==> src/rtl/dpsi_pkg.sv <==
// shared constants of the dual pot serial link, both ends
`default_nettype none
package dpsi_pkg;
  // pot organisation
  localparam int POTS    = 2;
  localparam int PRESETS = 4;
  localparam int WIPER_W = 6;
  localparam int TAPS    = 64;
  localparam int BYTE_W  = 8;

  // identification byte layout; the type code is arbitrary
  localparam logic [3:0] DEV_TYPE    = 4'h9;
  localparam logic [1:0] ID_ZERO     = 2'h0;
  localparam int         ID_TYPE_LSB = 4;
  localparam int         ID_ZERO_LSB = 2;
  localparam int         ID_ADDR_LSB = 0;

  // instruction byte layout
  localparam int INS_OP_LSB  = 4;
  localparam int INS_SEL_LSB = 2;
  localparam int INS_POT_BIT = 0;

  // opcodes
  localparam logic [3:0] OP_RD_WIPER  = 4'h9;
  localparam logic [3:0] OP_WR_WIPER  = 4'ha;
  localparam logic [3:0] OP_RD_PRESET = 4'hb;
  localparam logic [3:0] OP_WR_PRESET = 4'hc;
  localparam logic [3:0] OP_RD_STATUS = 4'h5;
  localparam int         STATUS_BUSY_BIT = 0;

  // framing counters
  localparam logic [2:0] LAST_BIT  = 3'h7;
  localparam logic [1:0] LAST_BYTE = 2'h2;

  // timing
  localparam int CLK_MHZ       = 250;
  localparam int CLK_PERIOD_NS = 4;
  localparam int NV_WRITE_MS   = 10;
  localparam int NV_WRITE_CYC  = NV_WRITE_MS * CLK_MHZ * 1000;
  localparam int NV_CNT_W      = 22;
  localparam int SCK_HALF_NS   = 100;
  localparam int SCK_HALF_CYC  =
    (SCK_HALF_NS + CLK_PERIOD_NS - 1) / CLK_PERIOD_NS;
  localparam int DIV_W         = 8;
endpackage
`default_nettype wire

==> src/rtl/dpsi_if.sv <==
// serial pins between host and pot device
`default_nettype none
interface dpsi_if;
  logic sck;
  logic csN;
  logic holdN;
  logic si;
  logic soOut;
  logic soOe;
  logic soLine;

  // released line floats high through the board pull-up
  assign soLine = soOe ? soOut : 1'b1;

  modport dev (
    input  sck,
    input  csN,
    input  holdN,
    input  si,
    output soOut,
    output soOe
  );

  modport host (
    output sck,
    output csN,
    output holdN,
    output si,
    input  soLine
  );
endinterface
`default_nettype wire

==> src/rtl/dpsi_dev_end.sv <==
// device end: serial decoder, wiper and preset registers
`default_nettype none
// Operation
// [RL1] read bits leave at serial clock fall
// [RL2] chip select high releases serial output
// [RL3] input bits sampled at serial clock rise
// [RL4] host sends opcodes, addresses, data via input
// [RL5] deselected means standby unless store runs
// [RL6] chip select low makes device active
// [RL7] nothing happens before first select fall
// [RL8] pause freezes sequence, resumes where stopped
// [RL9] host lowers pause only with clock low
// [RL10] host raises pause only with clock low
// [RL11] unused pause stays high
// [RL12] straps give two low address bits
// [RL13] strap mismatch means silence until deselect
// [RL14] at most four devices per bus
// [RL15] per pot: wiper plus four presets
// [RL16] startup copies preset zero into wiper
// [RL17] wiper picks one of 64 taps
// [RL18] wiper value drives tap switch directly
// [RL19] first byte: type, two zeros, strap address
// [RL20] second byte: opcode, preset select, pot select
// [RL21] preset stored at deselect after full write
// [RL22] busy flag readable by status command
// [RL23] select fall clears bit counter
module dpsi_dev_end #(
  parameter int NV_CYC = dpsi_pkg::NV_WRITE_CYC
) (
  input  wire logic                       clk,
  input  wire logic                       rst_n,
  dpsi_if.dev                             bus,
  input  wire logic [1:0]                 strap,
  output logic [dpsi_pkg::POTS-1:0][dpsi_pkg::WIPER_W-1:0] wiperPos,
  output logic [dpsi_pkg::POTS-1:0][dpsi_pkg::TAPS-1:0]    tapSel,
  output logic                            standby,
  output logic                            active,
  output logic                            writeBusy
);
  localparam int W = dpsi_pkg::WIPER_W;
  localparam int P = dpsi_pkg::POTS;
  localparam int R = dpsi_pkg::PRESETS;
  localparam int B = dpsi_pkg::BYTE_W;

  typedef enum logic [1:0] {
    D_ID    = 2'b00,
    D_INSTR = 2'b01,
    D_DATA  = 2'b10,
    D_SKIP  = 2'b11
  } dpsi_dstate_t;

  typedef struct packed {
    logic [1:0]                     sckS;
    logic [1:0]                     csS;
    logic [1:0]                     holdS;
    logic [1:0]                     siS;
    logic [1:0]                     strapA;
    logic [1:0]                     strapB;
    logic                           sckQ;
    logic                           csQ;
    dpsi_dstate_t                   st;
    logic [2:0]                     bitCnt;
    logic [B-1:0]                   shIn;
    logic [3:0]                     opc;
    logic [1:0]                     sel;
    logic                           pot;
    logic [B-1:0]                   shOut;
    logic                           so;
    logic [P-1:0][W-1:0]            wiper;
    logic [P-1:0][R-1:0][W-1:0]     preset;
    logic                           pend;
    logic                           pPot;
    logic [1:0]                     pSel;
    logic [W-1:0]                   pData;
    logic                           busy;
    logic [dpsi_pkg::NV_CNT_W-1:0]  busyCnt;
    logic                           boot;
  } dpsi_dev_t;

  dpsi_dev_t    s;
  dpsi_dev_t    next_s;
  logic         sckRise;
  logic         sckFall;
  logic         csFall;
  logic         csRise;
  logic         csLow;
  logic         holdOk;
  logic         isRead;
  logic [B-1:0] inByte;
  logic [B-1:0] rdByte;
  logic [3:0]   inOp;
  logic [1:0]   inSel;
  logic         inPot;

  // edges are taken from the second sync stage and its delayed copy
  assign sckRise = s.sckS[1] & ~s.sckQ;                            // RL3
  assign sckFall = ~s.sckS[1] & s.sckQ;                            // RL1
  assign csFall  = ~s.csS[1] & s.csQ;
  assign csRise  = s.csS[1] & ~s.csQ;
  assign csLow   = ~s.csS[1];
  assign holdOk  = s.holdS[1];                                     // RL8
  assign inByte  = {s.shIn[B-2:0], s.siS[1]};
  assign inOp    = inByte[dpsi_pkg::INS_OP_LSB +: 4];              // RL20
  assign inSel   = inByte[dpsi_pkg::INS_SEL_LSB +: 2];
  assign inPot   = inByte[dpsi_pkg::INS_POT_BIT];
  assign isRead  = (s.opc == dpsi_pkg::OP_RD_WIPER) ||
                   (s.opc == dpsi_pkg::OP_RD_PRESET) ||
                   (s.opc == dpsi_pkg::OP_RD_STATUS);

  // answer byte chosen as soon as the instruction byte is complete
  always_comb begin
    rdByte = '0;
    if (inOp == dpsi_pkg::OP_RD_WIPER) begin
      rdByte[W-1:0] = s.wiper[inPot];
    end else if (inOp == dpsi_pkg::OP_RD_PRESET) begin
      rdByte[W-1:0] = s.preset[inPot][inSel];
    end else if (inOp == dpsi_pkg::OP_RD_STATUS) begin
      rdByte[dpsi_pkg::STATUS_BUSY_BIT] = s.busy;                  // RL22
    end
  end

  // next state of the whole device
  always_comb begin
    next_s        = s;
    next_s.sckS   = {s.sckS[0], bus.sck};
    next_s.csS    = {s.csS[0], bus.csN};
    next_s.holdS  = {s.holdS[0], bus.holdN};
    next_s.siS    = {s.siS[0], bus.si};
    next_s.strapA = strap;
    next_s.strapB = s.strapA;
    next_s.sckQ   = s.sckS[1];
    next_s.csQ    = s.csS[1];

    // first cycle after reset recalls preset zero into each wiper
    if (s.boot) begin
      next_s.boot = 1'b0;
      for (int p = 0; p < P; p++) begin
        next_s.wiper[p] = s.preset[p][0];                          // RL16
      end
    end

    // store timer; a running store survives deselect
    if (s.busy) begin
      next_s.busyCnt = s.busyCnt + 1'b1;
      if (s.busyCnt == dpsi_pkg::NV_CNT_W'(NV_CYC - 1)) begin
        next_s.busy    = 1'b0;                                     // RL5
        next_s.busyCnt = '0;
      end
    end

    if (csFall) begin
      next_s.st     = D_ID;                                        // RL7
      next_s.bitCnt = '0;                                          // RL23
      next_s.pend   = 1'b0;
    end else if (csRise) begin
      // a store already running drops a second commit request
      if (s.pend && !s.busy) begin
        next_s.preset[s.pPot][s.pSel] = s.pData;                   // RL21
        next_s.busy    = 1'b1;
        next_s.busyCnt = '0;
      end
      next_s.pend = 1'b0;
      next_s.st   = D_SKIP;
    end else if (csLow && holdOk && sckRise && s.st != D_SKIP) begin
      next_s.shIn   = inByte;                                      // RL3
      next_s.bitCnt = s.bitCnt + 1'b1;
      if (s.bitCnt == dpsi_pkg::LAST_BIT) begin
        case (s.st)
          D_ID: begin
            if (inByte[dpsi_pkg::ID_TYPE_LSB +: 4] == dpsi_pkg::DEV_TYPE &&
                inByte[dpsi_pkg::ID_ZERO_LSB +: 2] == dpsi_pkg::ID_ZERO &&
                inByte[dpsi_pkg::ID_ADDR_LSB +: 2] == s.strapB) begin
              next_s.st = D_INSTR;                                 // RL12 RL19
            end else begin
              next_s.st = D_SKIP;                                  // RL13
            end
          end
          D_INSTR: begin
            next_s.opc   = inOp;                                   // RL20
            next_s.sel   = inSel;
            next_s.pot   = inPot;
            next_s.shOut = rdByte;
            next_s.st    = D_DATA;
          end
          D_DATA: begin
            if (s.opc == dpsi_pkg::OP_WR_WIPER) begin
              next_s.wiper[s.pot] = inByte[W-1:0];                 // RL15
            end else if (s.opc == dpsi_pkg::OP_WR_PRESET) begin
              next_s.pend  = 1'b1;                                 // RL21
              next_s.pPot  = s.pot;
              next_s.pSel  = s.sel;
              next_s.pData = inByte[W-1:0];
            end
            next_s.st = D_SKIP;
          end
          default: next_s.st = D_SKIP;
        endcase
      end
    end else if (csLow && holdOk && sckFall && s.st == D_DATA &&
                 isRead) begin
      next_s.so    = s.shOut[B-1];                                 // RL1
      next_s.shOut = {s.shOut[B-2:0], 1'b0};
    end
  end

  // state register; select sync resets low so a held-low pin is no fall
  always_ff @(posedge clk or negedge rst_n) begin
    if (!rst_n) begin
      s       <= '0;
      s.st    <= D_SKIP;
      s.holdS <= 2'b11;
      s.boot  <= 1'b1;
    end else begin
      s <= next_s;
    end
  end

  // one-hot tap switch per pot, straight from the wiper register
  for (genvar p = 0; p < P; p++) begin : g_tap
    assign tapSel[p] = dpsi_pkg::TAPS'(1) << s.wiper[p];           // RL17 RL18
  end

  assign wiperPos  = s.wiper;
  assign bus.soOut = s.so;
  assign bus.soOe  = csLow && holdOk && s.st == D_DATA && isRead;  // RL2
  assign active    = csLow;                                        // RL6
  assign standby   = ~csLow && !s.busy;                            // RL5
  assign writeBusy = s.busy;
endmodule
`default_nettype wire

==> src/flat_wrapper.sv <==
// flat-port wrapper written by rule: the top's interface ports become plain ports
module dpsi_dev_end_flat 
#(
  parameter int NV_CYC = dpsi_pkg::NV_WRITE_CYC
)
  (clk, rst_n, strap, wiperPos, tapSel, standby, active, writeBusy, bus_sck, bus_csN, bus_holdN, bus_si, bus_soOut, bus_soOe);
  dpsi_if bus_i ();
  input  wire logic clk;
  input  wire logic rst_n;
  input  wire logic [1:0] strap;
  output logic [dpsi_pkg::POTS-1:0][dpsi_pkg::WIPER_W-1:0] wiperPos;
  output logic [dpsi_pkg::POTS-1:0][dpsi_pkg::TAPS-1:0] tapSel;
  output logic standby;
  output logic active;
  output logic writeBusy;
  input wire logic [$bits(bus_i.sck)-1:0] bus_sck;
  input wire logic [$bits(bus_i.csN)-1:0] bus_csN;
  input wire logic [$bits(bus_i.holdN)-1:0] bus_holdN;
  input wire logic [$bits(bus_i.si)-1:0] bus_si;
  output wire logic [$bits(bus_i.soOut)-1:0] bus_soOut;
  output wire logic [$bits(bus_i.soOe)-1:0] bus_soOe;
  assign bus_i.sck = bus_sck;
  assign bus_i.csN = bus_csN;
  assign bus_i.holdN = bus_holdN;
  assign bus_i.si = bus_si;
  assign bus_soOut = bus_i.soOut;
  assign bus_soOe = bus_i.soOe;
  dpsi_dev_end #(.NV_CYC(NV_CYC)) u_core (.clk(clk), .rst_n(rst_n), .bus(bus_i), .strap(strap), .wiperPos(wiperPos), .tapSel(tapSel), .standby(standby), .active(active), .writeBusy(writeBusy));
endmodule
==> config.mk <==
export PLATFORM = sky130hd
export DESIGN_NAME = dpsi_dev_end_flat
export DESIGN_NICKNAME = d
export VERILOG_FILES = /design/src/rtl/dpsi_pkg.sv /design/src/rtl/dpsi_if.sv /design/src/rtl/dpsi_dev_end.sv /design/src/flat_wrapper.sv
export SDC_FILE = /design/constraint.sdc
export NUM_CORES = 1
export LEC_CHECK = 0
export BUFFER_PORTS_ARGS = -buffer_cell sky130_fd_sc_hd__buf_2
export CAP_MARGIN = 10
export CORE_ASPECT_RATIO = 1.2
export CORE_UTILIZATION = 50
export CTS_CLUSTER_DIAMETER = 30
export CTS_CLUSTER_SIZE = 40
export DETAILED_ROUTE_END_ITERATION = 7
export HOLD_SLACK_MARGIN = 0.03
export MAX_ROUTING_LAYER = met4
export PLACE_DENSITY_LB_ADDON = 0.12
export SYNTH_ARGS = -nofsm -noshare
export SYNTH_HDL_FRONTEND = slang
export SYNTH_SLANG_ARGS = --single-unit
==> constraint.sdc <==
create_clock -name clk -period 2.4 [get_ports clk]
set_clock_uncertainty 0.1 [all_clocks]
set_input_delay 0.24 -clock clk [delete_from_list [all_inputs] [get_ports clk]]
set_output_delay 0.24 -clock clk [all_outputs]
set_load 0.005 [all_outputs]
==> results.md <==
* Result of the run: finished with violations
* Violations in the final reports: DRC
* Top fanout value on the critical path at 4
* Remaining global-route overflow at 0
* Synth Warn # at 0
* Net switching component of the power at around 1.2 mW
* Number of max-slew violations in the final report at 0
* Clock sink count at ~140
* Multi-input gate area in the final layout at 3620 µm²
* Fmax at between 400 and 500 MHz
* Share of layout cells above drive strength 1 at about 37%
* Buffers on Ports at roughly 150
* Worst hold path class: flop to flop
* Transition at the pin with the smallest max-transition slack at around 0.65 ns
* Global-route wire length before repair at roughly 31,000 µm
* Top post-synthesis cells by count: sky130_fd_sc_hd__nor2_1, sky130_fd_sc_hd__dfrtp_1, sky130_fd_sc_hd__mux2_2
* Detail Placement HPWL at around 14,000 µm
* Synthesized netlist cell count at 728
* Dominant cell type by area after synthesis: sky130_fd_sc_hd__dfrtp_1
* Post-Syn Nets at 742
* Synthesized area per cell at 10.0 µm²
* Die footprint at 15,100 µm²
* Vias in the first global route at between 5k and 6k
* Top cells by area, synth: sky130_fd_sc_hd__dfrtp_1, sky130_fd_sc_hd__mux2_2, sky130_fd_sc_hd__nor2_1, sky130_fd_sc_hd__mux4_2, sky130_fd_sc_hd__nand2_1
* Pint at around 4.3 mW
* Synthesized flop and latch total at around 140
* Sequential Power Share at 44.2%
* Post-layout net count at ~900
* Floorplan Core Area at 14,300 µm²
* Final weighted congestion in routability-driven placement at between 0.9 and 1
* Total Negative Setup Slacks at 0 ns
* Antenna violations before repair at 0
* Total power at between 5 and 6 mW
* Data arrival time of the critical path at a little under 2 ns
* Time the worst path needs with I/O delays and setup at roughly 2.3 ns
* Number of max-cap violations at 0
* Slew Limit Headroom at between 50% and 60%
* Final hold viol count at 0
* Comb pwr share at under 10%
* Number of nets with antenna violations after routing at 0
* Fraction of post-synthesis cell area in the top cell type by area at between 40% and 50%
* Element type at the critical path end: output port
* CTS buffer count at 17
* Library cell with the highest instance count after synthesis: sky130_fd_sc_hd__nor2_1
* Layout Cells excl Fill at 1,078
* Buffer cell driving the clock tree root: sky130_fd_sc_hd__clkbuf_16
* Number of search-and-repair iterations in the first detailed-routing pass at 8
* Number of remaining DRC errors at 24
* Count of different cell masters after synthesis at 63
* Clock-pin slew on the worst setup and hold paths at ~0.060 ns
* Deepest clock path buffer count at 2
* Leak pwr at 4.48 nW
* Worst vdd ir at 0.353 mV
* Pwr Density at approximately 600 nW/µm²
* # rows at 48
* Number of primary I/O pins at 153
* Via count of the routed design at 6,128
* Maximum number of pins on one net before global-route repair at 50
* Main flop type after synthesis: sky130_fd_sc_hd__dfrtp_1
* Share of synthesized area occupied by flip-flops and latches at between 40% and 50%
* Netlist Area Pre-Place at 7290 µm²
* Nature of the critical path startpoint: flop
* Ant diodes at 0
* First DRT Iteration DRCs at between 300 and 400
* Setup repair after global routing missed its margin: no
* CTS tree: yes
* Detailed-route vias per instance at roughly 5.7
* Ys async rst share at 100%
* Switching share of total power at between 20% and 30%
* DP Cell Count at between 1k and 1.5k
* Number of synthesized flops with an enable pin at 0
* H-tree lvl count at 4
* Endpoint required time on the critical path at slightly above 2 ns
* Footprint of the flip-flops and latches at 3410 µm²
* Share of the cycle needed by the critical path after routing at a little over nine tenths
* Die Y-Extent at 134 µm
* Count of final setup violators at 0
* Wirelength per Cell at ~18 µm
* Filler cell count at around 1.2k
* Critical setup path kind: flop to output port
* Total wire length at between 15,000 and 20,000 µm
* Initial core utilization at 51.0%
* Horizontal die dimension at 112 µm
* Clock power frac at 51.7%
* Gr usage total at around 27%
* Clock insertion delay at the later pin of the skew report at 0.42 ns
* Post-synthesis to final-layout area growth at 23.9%
-- through the flow --
step	hold WS, ns	worst slack [ns]	cell area [µm²]	util (%)
2_1_floorplan	-0.156	0.137	7290	-
3_3_place_gp	0.203	0.170	8300	58.0
3_5_place_dp	0.205	0.113	8300	58.0
4_1_cts	0.248	0.0331	9010	63.1
5_1_grt	0.258	0.0206	9040	63.2
6_report	0.247	0.119	9040	63.2
-- cell type report --
| cell class | instances | share of cell area [%] |
|---|---|---|
| Clock inverter | 11 | 1.85 |
| Timing Repair Buffer | 193 | 12.2 |
| Inverter | 11 | 0.457 |
| Clock buffer | 21 | 5.31 |
| Tap cell | 175 | 2.42 |
| Multi-Input combinational cell | 531 | 40.0 |
| Sequential cell | 136 | 37.7 |
-- cell usage in the layout, fill, tap and decap left out, drive strengths merged, types with 11 or more instances in the layout --
cell,synthesis,routed
mux2,81,81
nor2,158,158
dfrtp,131,131
nand3,23,23
nor3,15,15
o21ai,22,23
buf,21,186
nor4,11,11
nand4,14,14
a21oi,21,21
mux2i,16,16
nand2,48,48
nand2b,17,17
clkbuf,30,21
inv,10,11
mux4,12,12
-- routing by layer --
layer / global-route usage, % / wire length (µm) / up-vias
met1: 30.7 / 7700 / 3008
met4: 8.07 / 278 / 0
met5: - / 0 / -
li1: - / - / 2869
met2: 48.6 / 10100 / 227
met3: 4.43 / 946 / 24
-- worst paths after layout --
| path | startpoint | to | depth (start not counted) | slack (ns) |
|---|---|---|---|---|
| max in group asynchronous | rst_n | u_core.s[99] | 3 | 1.13 |
| worst min register to register | u_core.next_s[130] | u_core.inByte[0] | 0 | 0.25 |
| worst max-delay path | u_core.s[107] | bus_soOe | 3 | 0.12 |
| worst max register to register | u_core.s[1] | u_core.s[11] | 6 | 0.15 |
| min in group asynchronous | rst_n | asynchronous set/reset pin | 2 | 0.30 |
| worst min-delay path | u_core.next_s[130] | u_core.inByte[0] | 0 | 0.25 |
-- kinds of logic (layout without fill, tap and decap cells) --
| group | count (synthesis) | after routing | share of synthesized area, % |
|---|---|---|---|
| fa+ha+maj | 6 | 6 | 1.03 |
| xor+xnor | 12 | 12 | 1.44 |
| flops | 136 | 136 | 46.7 |
| other cells | 1 | 1 | 0.0514 |
| mux | 109 | 109 | 18.4 |
| simple gates | 334 | 334 | 22.2 |
| compound gates | 68 | 69 | 6.18 |
| buf+inv | 62 | 236 | 3.96 |
-- critical path, cell delays in order, from the launching register on --
cell,delay (ns)
sky130_fd_sc_hd__dfrtp_1,0.41
sky130_fd_sc_hd__or3b_2,0.53
sky130_fd_sc_hd__a2111oi_1,0.41
sky130_fd_sc_hd__buf_2,0.18
-- power groups by stage --
stage,registers [mW],logic [mW],clock network (mW)
after global placement,2.44,0.211,0
after floorplan,2.40,0.138,0
after detailed placement,2.45,0.216,0
final,2.41,0.224,2.81
after global routing,2.41,0.251,2.97
after CTS,2.41,0.228,2.86
-- repair_timing --
action,CTS,global route
setup buffers,0,0
resized for setup,0,6
hold buffers,7,0
hold endpoints to repair,51,0
setup endpoints to repair,0,15
Note: power is estimated with default switching activity, not from simulation.
